[config.mk]
export PLATFORM = sky130hd
export DESIGN_NAME = nvseq_core
export DESIGN_NICKNAME = d
export VERILOG_FILES = /design/src/pkg/nvseq_pkg.sv /design/src/hdl/nvseq_core.sv
export VERILOG_INCLUDE_DIRS = /design/src /design/src/pkg
export SDC_FILE = /design/constraint.sdc
export NUM_CORES = 2
export LEC_CHECK = 0
export ABC_CLOCK_PERIOD_IN_PS = 5450
export BUFFER_PORTS_ARGS = -buffer_cell sky130_fd_sc_hd__buf_2
export CORE_ASPECT_RATIO = 2
export CORE_UTILIZATION = 63
export DETAILED_ROUTE_END_ITERATION = 12
export PLACE_DENSITY = 0.83
export SLEW_MARGIN = 20
export SYNTH_ARGS = -nofsm -noshare
export SYNTH_HDL_FRONTEND = slang
export SYNTH_SLANG_ARGS = --single-unit
[constraint.sdc]
create_clock -name clk -period 5.45 [get_ports clk]
set_input_delay 1.09 -clock clk [delete_from_list [all_inputs] [get_ports clk]]
set_output_delay 1.09 -clock clk [all_outputs]
set_load 0.05 [all_outputs]
[src/pkg/nvseq_params.svh]
`ifndef NVSEQ_PARAMS_SVH
`define NVSEQ_PARAMS_SVH
`define NVSEQ_REG_CTRL      8'ha1
`define NVSEQ_REG_WSEL      8'ha2
`define NVSEQ_REG_WVAL      8'ha3
`define NVSEQ_REG_ENABLE    8'hc4
`define NVSEQ_CORNER_BASE   8'h20
`define NVSEQ_SHADOW_BASE   8'h40
`define NVSEQ_SHADOW_END    8'h60
`define NVSEQ_NV_WORDS      8'h40
`define NVSEQ_EN_VALUE      24'h000001
`define NVSEQ_CTL_PULSE     0
`define NVSEQ_CTL_WIPE      1
`define NVSEQ_CTL_WRITE     2
`define NVSEQ_CTL_READSEL   3
`define NVSEQ_CTL_MSB       3
`define NVSEQ_WSEL_MSB      5
`define NVSEQ_DATA_MSB      17
`define NVSEQ_SHADOW_MSB    4
`define NVSEQ_PULSE_MS      15
`define NVSEQ_CLK_KHZ       100000
`define NVSEQ_PULSE_CYC     (`NVSEQ_PULSE_MS * `NVSEQ_CLK_KHZ)
`endif

[src/pkg/nvseq_pkg.sv]
package nvseq_pkg;
	typedef enum logic [1:0] {
		NVSEQ_IDLE  = 2'b00,
		NVSEQ_WIPE  = 2'b01,
		NVSEQ_WRITE = 2'b10
	} nvseq_mode_t;

	typedef struct packed {
		logic        wr;
		logic        rd;
		logic [7:0]  addr;
		logic [23:0] wdata;
	} nvseq_req_t;

	typedef struct packed {
		logic        rvalid;
		logic [23:0] rdata;
	} nvseq_rsp_t;
endpackage : nvseq_pkg

[src/hdl/nvseq_core.sv]
// What this block does
// [RULE1] Sixty-four words of 24 bits
// [RULE2] Upper six check bits, lower 18 data
// [RULE3] Host enables access writing one to 196
// [RULE4] Host writes zero to leave access
// [RULE5] Erase four writes, program three writes
// [RULE6] Read at word address returns word
// [RULE7] Host programs singly, erases before writing
// [RULE8] Change takes about 30 plus 15 ms
// [RULE9] Pulse bit starts pulse, self-clears by 15 ms
// [RULE10] Erase sets bit one with pulse
// [RULE11] Program sets bit two with pulse
// [RULE12] Read-select bit not needed for reads
// [RULE13] Host writes zero to unused upper bits
// [RULE14] Address bits 5:0 pick target word
// [RULE15] Data-in bits 17:0 hold new data
// [RULE16] Erase: address, zero, 3, wait, 3, wait
// [RULE17] Write: address, data, 5, wait 15 ms
// [RULE18] Words 32-63 hold curve corner points
// [RULE19] Words below 32 shadowed at plus 64
// [RULE20] Pulses ignored unless enabled; poll pulse bit
// [RULE21] Both or neither select bits: no-op
`include "nvseq_params.svh"
module nvseq_core
	import nvseq_pkg::*;
#(
	parameter int PULSE_CYC = `NVSEQ_PULSE_CYC
) (
	input  wire logic       clk,      // 100 MHz
	input  wire logic       reset_n,  // Sync, active low
	input  wire nvseq_req_t req,      // Register access from serial front end
	output nvseq_rsp_t      rsp,      // Read answer, one cycle later
	output logic            busy      // High-voltage pulse in progress
);
	// Pulse counter is 24 bits; a longer pulse cannot be timed
	if (PULSE_CYC < 1 || PULSE_CYC > 24'hffffff) begin : g_pulse_range
		$error("PULSE_CYC out of range");
	end

	typedef struct packed {
		logic [3:0]  ctrl;
		logic [5:0]  wsel;
		logic [17:0] wval;
		logic        enable;
		nvseq_mode_t mode;
		logic [23:0] cnt;
		logic [31:0][17:0] shadow;
		nvseq_rsp_t  rsp;
	} nvseq_state_t;

	nvseq_state_t st_r;
	nvseq_state_t st_nxt;

	// Nonvolatile array kept outside the struct: too large to pack
	logic [23:0] nv_mem [0:63];
	logic        nv_we;
	logic [5:0]  nv_waddr;
	logic [23:0] nv_wdata;

	////////////////////////////////////////////////////////////////////////
	// Check bits: position code over slots 3..23, data skips powers of two,
	// plus overall parity so a double error is never miscorrected
	function automatic logic [5:0] nvseq_ecc(input logic [17:0] d);
		logic [5:0] c;
		logic [4:0] pos;
		int         k;
		c   = 6'h00;
		pos = 5'h00;
		k   = 0;
		for (int p = 3; p < 24; p++) begin
			if ((p & (p - 1)) != 0) begin
				pos = p[4:0];
				for (int b = 0; b < 5; b++) begin
					if (pos[b]) begin
						c[b] = c[b] ^ d[k];
					end
				end
				k++;
			end
		end
		// Overall parity spans data and the five position bits
		c[5] = ^{d, c[4:0]};
		return c;
	endfunction : nvseq_ecc

	// Single error: syndrome names the flipped slot, overall parity odd.
	// Double error: parity even, data passed on uncorrected
	function automatic logic [17:0] nvseq_fix(input logic [23:0] w);
		logic [5:0]  c;
		logic [5:0]  s;
		logic [17:0] d;
		logic [4:0]  pos;
		int          k;
		d   = w[17:0];
		c   = nvseq_ecc(d);
		s   = {^w, c[4:0] ^ w[22:18]};
		pos = 5'h00;
		k   = 0;
		for (int p = 3; p < 24; p++) begin
			if ((p & (p - 1)) != 0) begin
				pos = p[4:0];
				if (s[5] && s[4:0] == pos) begin
					d[k] = ~d[k];
				end
				k++;
			end
		end
		return d;
	endfunction : nvseq_fix

	////////////////////////////////////////////////////////////////////////
	always_comb begin
		st_nxt   = st_r;
		nv_we    = 1'b0;
		nv_waddr = st_r.wsel;
		nv_wdata = 24'h000000;
		st_nxt.rsp.rvalid = 1'b0;
		st_nxt.rsp.rdata  = 24'h000000;

		// [RULE8] one pulse per phase
		// [RULE9] pulse timing, self-clear
		if (st_r.mode != NVSEQ_IDLE) begin
			if (st_r.cnt == 24'h000001) begin
				st_nxt.mode = NVSEQ_IDLE;
				st_nxt.ctrl[`NVSEQ_CTL_PULSE] = 1'b0;
				nv_we = 1'b1;
				// [RULE2] check bits generated here
				if (st_r.mode == NVSEQ_WIPE) begin
					nv_wdata = 24'h000000;
				end else begin
					nv_wdata = {nvseq_ecc(st_r.wval), st_r.wval};
				end
			end
			st_nxt.cnt = st_r.cnt - 24'h000001;
		end

		if (req.wr) begin
			unique case (req.addr)
				`NVSEQ_REG_ENABLE: begin
					// Exact value only, so a stray write cannot arm pulses
					// [RULE3] access enable
					st_nxt.enable = (req.wdata == `NVSEQ_EN_VALUE);
				end
				`NVSEQ_REG_WSEL: begin
					// [RULE14] target word
					if (st_r.mode == NVSEQ_IDLE) st_nxt.wsel = req.wdata[`NVSEQ_WSEL_MSB:0];
				end
				`NVSEQ_REG_WVAL: begin
					// [RULE15] new data
					if (st_r.mode == NVSEQ_IDLE) st_nxt.wval = req.wdata[`NVSEQ_DATA_MSB:0];
				end
				`NVSEQ_REG_CTRL: begin
					if (st_r.mode == NVSEQ_IDLE) begin
						// [RULE12] read-select just stored
						st_nxt.ctrl = req.wdata[`NVSEQ_CTL_MSB:0];
						st_nxt.ctrl[`NVSEQ_CTL_PULSE] = 1'b0;
						// [RULE20] gated by enable
						if (req.wdata[`NVSEQ_CTL_PULSE] && st_r.enable) begin
							// [RULE21] ambiguous select is no-op
							if (req.wdata[`NVSEQ_CTL_WIPE] && !req.wdata[`NVSEQ_CTL_WRITE]) begin
								// [RULE10] erase start
								st_nxt.mode = NVSEQ_WIPE;
								st_nxt.ctrl[`NVSEQ_CTL_PULSE] = 1'b1;
								st_nxt.cnt  = PULSE_CYC[23:0];
							end else if (req.wdata[`NVSEQ_CTL_WRITE] && !req.wdata[`NVSEQ_CTL_WIPE]) begin
								// [RULE11] write start
								st_nxt.mode = NVSEQ_WRITE;
								st_nxt.ctrl[`NVSEQ_CTL_PULSE] = 1'b1;
								st_nxt.cnt  = PULSE_CYC[23:0];
							end
						end
					end
				end
				default: begin
					// [RULE19] shadow copies writable
					if (req.addr >= `NVSEQ_SHADOW_BASE && req.addr < `NVSEQ_SHADOW_END)
						st_nxt.shadow[req.addr[`NVSEQ_SHADOW_MSB:0]] = req.wdata[`NVSEQ_DATA_MSB:0];
				end
			endcase
		end

		if (req.rd) begin
			st_nxt.rsp.rvalid = 1'b1;
			// [RULE6] direct word read
			if (req.addr < `NVSEQ_NV_WORDS) begin
				// [RULE18] corner words read the same way
				st_nxt.rsp.rdata = {6'h00, nvseq_fix(nv_mem[req.addr[`NVSEQ_WSEL_MSB:0]])};
			end else if (req.addr < `NVSEQ_SHADOW_END) begin
				st_nxt.rsp.rdata = {6'h00, st_r.shadow[req.addr[`NVSEQ_SHADOW_MSB:0]]};
			end else if (req.addr == `NVSEQ_REG_CTRL) begin
				// [RULE20] pulse bit pollable
				st_nxt.rsp.rdata = {20'h00000, st_r.ctrl};
			end else if (req.addr == `NVSEQ_REG_WSEL) begin
				st_nxt.rsp.rdata = {18'h00000, st_r.wsel};
			end else if (req.addr == `NVSEQ_REG_WVAL) begin
				st_nxt.rsp.rdata = {6'h00, st_r.wval};
			end else if (req.addr == `NVSEQ_REG_ENABLE) begin
				st_nxt.rsp.rdata = {23'h000000, st_r.enable};
			end
		end
	end

	////////////////////////////////////////////////////////////////////////
	always_ff @(posedge clk) begin
		if (!reset_n) begin
			st_r <= '0;
		end else begin
			st_r <= st_nxt;
		end
	end

	// [RULE1] 64 x 24 array
	always_ff @(posedge clk) begin
		if (nv_we) begin
			nv_mem[nv_waddr] <= nv_wdata;
		end
	end

	// Busy mirrors pulse bit; registered via state
	assign rsp  = st_r.rsp;
	assign busy = st_r.ctrl[`NVSEQ_CTL_PULSE];
endmodule : nvseq_core

# --- Yosys cells after proc, flatten, opt, wreduce, memory -nomap -nowiden ---
# Memories as Yosys holds them, arrays and structs flattened.
# Index checks and enable logic that the tools add are counted.
totals:
  regBits: 656
  ram_bits: 1536
  input_bits: 36
  word_cells: 854
  mem_count: 1
classes:
  n_addsub: 33
  magnitude_cmp: 56
  eq_ne: 25
  n_mux: 537
  bitwise_logic: 106
  reduce_logical: 54
memory_table:
  columns: ["name", "depth", "word_bits", "read_ports", "rd_clocked_by_memory_dff", "wr", "line_no", "rtl"]
  rows:
  - ["nv_mem", 64, 24, 1, 0, 1, "nvseq_core.sv:55", "logic [23:0] nv_mem [0:63];"]
op_table:
  columns: ["cell", "count"]
  rows:
  - ["2-to-1 mux 32 bit", 85]
  - ["2-to-1 mux 576 bit", 2]
  - ["less-than comparator 32 x 7 -> 1 bit (second input constant)", 34]
  - ["2-to-1 mux 18 bit", 58]
  - ["adder 32 x 2 -> 32 bit (second input constant)", 32]
  - ["2-to-1 mux 628 bit", 1]
  - ["bitwise mux 576 bit", 1]
  - ["greater-or-equal comparator 32 x 1 -> 1 bit (second input constant)", 17]
  - ["bitwise mux 18 bit", 17]
  - ["binary-select mux 1 bit (select 5 bit)", 51]
  - ["2-to-1 mux 1 bit", 235]
  - ["2-to-1 mux 26 bit", 6]
  - ["binary-select mux 18 bit (select 5 bit)", 1]
  - ["demux 18 bit (select 5 bit)", 1]
  - ["demux 1 bit (select 5 bit)", 17]
  - ["XOR 1 bit", 84]
  - ["2-to-1 mux 2 bit", 36]
  - ["2-to-1 mux 24 bit", 3]
  - ["== test 24 x 1 -> 1 bit (second input constant)", 2]
  - ["2-to-1 mux 3 bit", 15]
  - ["logical AND 1 bit", 40]
  - ["== test 5 x 4 -> 1 bit (second input constant)", 7]
  - ["== test 5 bit (second input constant)", 7]
  - ["== test 8 bit (second input constant)", 4]
  - ["22 further kinds", 55]

# --- Depth between registers and ports, before layout ---
logic_depth:
  depth_word: 199
  depth_mapped: 21
  mapped_depth_nobuf: 12

# --- Worst setup path after synthesis ---
# Ideal clock, no wire load.
synth_timing:
  kind: "input port to flip-flop"
  from: "in req[24] (netlist name)"
  to: "reg st_r (netlist bit rsp[14])"
  setup_time_ns: 0.086
  arrival_ns: 4.881
  t_required_ns: 5.364
  path_slack_ns: 0.483
  stages: 19
  n_path_buf: 7
  path_cell_list: "buf_6 buf_12 buf_12 buf_12 buf_12 buf_8 buf_6 mux4_2 a22oi_1 o32ai_1 o21ai_1 nand2_1 xnor2_1 xnor2_2 xnor3_2 or3b_4 nor3_2 xor2_1 a211oi_1"
synth_via:
  elab_chain_len: 177
  word_cells_on_any_way: 344
synth_lines:
  columns: ["element", "line_no", "rtl"]
  rows:
  - ["start, declared", "nvseq_core.sv:31", "input wire nvseq_req_t req,"]
  - ["memory (64 x 24 bit)", null, null]
  - ["binary-select mux 1 bit (select 5 bit)", "nvseq_core.sv:75", "c[b] = c[b] ^ d[k];"]
  - ["2-to-1 mux 1 bit (not written as such) (2 in a row)", "nvseq_core.sv:75", null]
  - ["2-to-1 mux 1 bit", "nvseq_core.sv:185", "if (req.addr < `NVSEQ_NV_WORDS) begin"]
  - ["2-to-1 mux 1 bit", "nvseq_core.sv:182", "if (req.rd) begin"]
  - ["XOR 1 bit", "nvseq_core.sv:75", null]
  - ["2-to-1 mux 2 bit", "nvseq_core.sv:185", null]
  - ["2-to-1 mux 2 bit", "nvseq_core.sv:182", null]
  - ["[159 not listed]", null, null]
  - ["2-to-1 mux 18 bit", "nvseq_core.sv:185", null]
  - ["2-to-1 mux 18 bit", "nvseq_core.sv:182", null]
  - ["binary-select mux 1 bit (select 5 bit)", "nvseq_core.sv:103", "d[k] = ~d[k];"]
  - ["2-to-1 mux 1 bit (not written as such) (2 in a row)", "nvseq_core.sv:103", null]
  - ["inverter 1 bit", "nvseq_core.sv:103", null]
  - ["bitwise mux 18 bit", "nvseq_core.sv:103", null]
  - ["2-to-1 mux 18 bit", "nvseq_core.sv:102", "if (s[5] && s[4:0] == pos) begin"]
  - ["2-to-1 mux 18 bit (*)", "nvseq_core.sv:185", null]
  - ["end signal, assigned", "nvseq_core.sv:208", "st_r <= st_nxt;"]
  - ["end, declared", "nvseq_core.sv:51", "nvseq_state_t st_r;"]
# Mark *: on every way between the ends. The rest lies on a longest branch, timed or not. The select of a mux whose other input is x is not followed.
# A chain may end at the register's enable or synchronous reset.

# --- Worst setup path after layout ---
layout_timing:
  from: "in req[25] (netlist name)"
  to: "reg st_r (netlist bit rsp[12])"
# The elaborated chain is that of the path after synthesis.

==> impl_metrics.tcl <==
set metrics [dict create \
    fin_crit_sh_pct 97.3 \
    power_mw 32.3 \
    cts_resized 0 \
    powerDensity_nw_per_um2 325 \
    cp_slowest_cell "o21ai_0" \
    power_frac_seq_pct 54.4 \
    hp-class "flip-flop to flip-flop" \
    grt_max_degree 150 \
    worstPathArrival_ns 6.03 \
    end_kind "flip-flop" \
    avgViaCountPerCell 7.00 \
    p_clk_share_pct 38.8 \
    ys_async_sr_fraction_pct 0 \
    firstDrtPassIters 9 \
    die_w_um 268 \
    cp-start-kind "primary input" \
    grt_setup_unrepaired "false" \
    run_status "finished, final reports clean" \
    fp.coreArea_um2 140000 \
    slowest_delay_ns 0.55 \
    clock_sinks 2186 \
    clockBufferDepth 4 \
    synth_edf_count 1536 \
    start_util_pct 63.6 \
    route.detailed.drc 0 \
    wl_per_cell_um 35.6 \
    gp_congestion 1.03 \
    yosysTopAreaCell "edfxtp_1" \
    grt_usage_pct 42.3 \
    pwr-share-comb_pct 6.8 \
    worstHoldPathCells 2 \
    placement.io_buffers 55 \
    yosys_warnings 0 \
    ys_seq_elements 2186 \
    ios 62 \
    cpMostUsedCell "buf_4" \
    r2r_cells 12 \
    ys.flop_type "edfxtp_1" \
    p_leak_nw 35.6 \
    grt-ovfl-total 0 \
    setup.worst_path.class "primary input to flip-flop" \
    post-cts-setup-buffers 0 \
    dp_hpwl_um 190000 \
    synth_top_cell_area_share_pct 51.9 \
    synth_area_leaders "edfxtp_1, dfxtp_1, mux4_2, nand2_1, a21oi_1" \
    row_count 194 \
    period_needed_ns 5.30 \
    finalWirelength_um 299000 \
    drt_iter0_drc 9078 \
    maxSlewViolCount 0 \
    vias 58747 \
    die-area_um2 143000 \
    reg2reg_from "nv_mem[46][18]$_DFFE_PP_" \
    final_nets 6428 \
    clkSlewWorstSetupHoldPaths_ns 0.07 \
    worstPathCellList "buf_8 -> buf_4 -> buf_4 -> buf_4 -> mux4_2 -> mux2i_1 -> buf_4 -> o21ai_0 -> nand2_1 -> a21oi_1 -> xnor3_1 -> xnor2_2 -> buf_4 -> xnor2_1 -> buf_4 -> xor2_4 -> nor3_2 -> xnor2_1 -> a211oi_1" \
    setup_viol 0 \
    crit_fanout 18 \
    hold_buffers 0 \
    ant_nets 0 \
    h-tree-depth 4 \
    maxCapViolCount 0 \
    whs_ns 0.453 \
    tightestPinTransition_ns 1.29 \
    antenna_found_initial 28 \
    grt_pass1_vias 57451 \
    required_ns 6.18 \
    p_sw_mw 7.28 \
    area_growth_pct 11.8 \
    fp.dieH_um 533 \
    placed_cell_area_um2 93900 \
    ys_types 88 \
    finClkSkew_ns 0.0443 \
    r2r_end "rsp[12]$_SDFF_PN0_" \
    timing.fmax_mhz 189 \
    reg2reg_slack_ns 0.57 \
    yosys-top-cells-count "edfxtp_1, nand2_1, dfxtp_1" \
    clk_latency_ns 0.86 \
    cts_root_buf "clkbuf_16" \
    grt_pass1_wl_um 418000 \
    drive_above_1_share_pct 23.1 \
    slew_headroom_pct 13.7 \
    synth_area_um2 88900 \
    finalInstanceArea_um2 99400 \
    synthCells 6059 \
    swShare_pct 22.6 \
    numCtsBuffers 182 \
    hold_viol 0 \
    fillers 8558 \
    p_int_mw 25.0 \
    ir_drop_mv 0.275 \
    cts_tree "done" \
    synth_most_common_cell "edfxtp_1" \
    avgSynthCellArea_um2 14.7 \
    ys_seq_area_share_pct 66.5 \
]
## worst max-delay path: cells and delay by family
family | cells | cell delay [ns]
buf+inv | 7 | 1.51
xor+xnor | 5 | 1.44
compound gates | 3 | 1.17
simple gates | 2 | 0.44
mux | 2 | 0.33
## stage by stage
stage          setup slack (ns)  util (%)  std cells  setup TNS, ns
2_1_floorplan             0.483         -       6064              0
3_3_place_gp             -0.451      67.2       8064          -6.61
3_5_place_dp             -0.460      67.2       8064          -6.91
4_1_cts                   0.320      71.0       8372              0
5_1_grt                  0.0212      71.1       8375              0
6_report                  0.149      71.1       8391              0
## cells by family (layout without fill, tap and decap cells)
group / count (synthesis) / after routing / share of synthesized area, %
buf+inv: 458 / 906 / 2.88
fa+ha+maj: 4 / 4 / 0.0563
xor+xnor: 108 / 108 / 1.26
compound gates: 883 / 883 / 6.05
other cells: 1 / 23 / 0.00422
simple gates: 1724 / 1724 / 7.89
mux: 695 / 695 / 15.3
flops: 2186 / 2186 / 66.5
## area by class of cell
cell class / count / area [um^2] / share of cell area [%]
Clock inverter: 78 / 559 / 0.563
Inverter: 16 / 72.6 / 0.0730
Clock buffer: 230 / 4870 / 4.90
Antenna cell: 17 / 42.5 / 0.0428
Timing Repair Buffer: 582 / 4910 / 4.94
Tap cell: 1862 / 2330 / 2.34
Multi-Input combinational cell: 3420 / 27500 / 27.6
Sequential cell: 2186 / 59100 / 59.5
## cells in the final DEF, fill, tap and decap left out, types with 9 or more instances in the layout
cell type | Yosys | final
a22oi_1 | 54 | 54
o21ai_0 | 29 | 27
nor4_1 | 15 | 15
and3_1 | 27 | 9
clkbuf_1 | 252 | 38
mux4_1 | 9 | 9
a21boi_0 | 158 | 158
clkbuf_16 | 0 | 185
o22ai_1 | 31 | 31
buf_4 | 47 | 477
buf_2 | 56 | 50
nor3_1 | 29 | 28
nand2_1 | 1350 | 1350
a21oi_1 | 486 | 486
buf_12 | 13 | 52
o21ai_1 | 19 | 21
diode_2 | 0 | 17
xnor2_1 | 66 | 66
mux2i_1 | 148 | 148
nor2_1 | 177 | 107
mux4_2 | 519 | 519
and3_2 | 0 | 16
mux2_2 | 19 | 19
a31oi_1 | 10 | 10
a211oi_1 | 11 | 10
nand3_1 | 26 | 26
nor2_2 | 0 | 64
xor2_1 | 29 | 29
and2_1 | 11 | 11
a2111oi_0 | 9 | 9
clkinv_2 | 0 | 43
nor2b_1 | 17 | 17
inv_1 | 13 | 11
nand3b_1 | 11 | 11
clkinv_1 | 1 | 23
nor3_2 | 13 | 14
edfxtp_1 | 1536 | 1536
nand2b_1 | 13 | 13
dfxtp_1 | 650 | 650
## layer usage
layer | GRT usage, % | up-vias | routed length [um]
li1 | - | 23270 | -
met1 | 45.3 | 28937 | 86700
met2 | 67.3 | 4922 | 141000
met3 | 10.8 | 1592 | 32800
met4 | 41.3 | 26 | 37500
met5 | 0 | - | 174
## worst max-delay path by stage
stage          cells past startpoint                  to     from
4_1_cts                           19  rsp[12]$_SDFF_PN0_  req[25]
3_3_place_gp                      19  rsp[14]$_SDFF_PN0_  req[25]
6_report                          19  rsp[12]$_SDFF_PN0_  req[25]
2_1_floorplan                     19  rsp[14]$_SDFF_PN0_  req[24]
3_5_place_dp                      17  rsp[14]$_SDFF_PN0_  req[24]
5_1_grt                           19  rsp[12]$_SDFF_PN0_  req[25]
## power by group through the flow
| stage | registers (mW) | logic (mW) | clock network [mW] |
|---|---|---|---|
| floorplan | 17.9 | 1.36 | 0 |
| global placement | 17.9 | 2.11 | 0 |
| detailed placement | 17.9 | 2.11 | 0 |
| CTS | 17.5 | 2.13 | 12.5 |
| global route | 17.5 | 2.25 | 13.1 |
| finish | 17.5 | 2.20 | 12.5 |
Note: power is estimated with default switching activity, not from simulation.
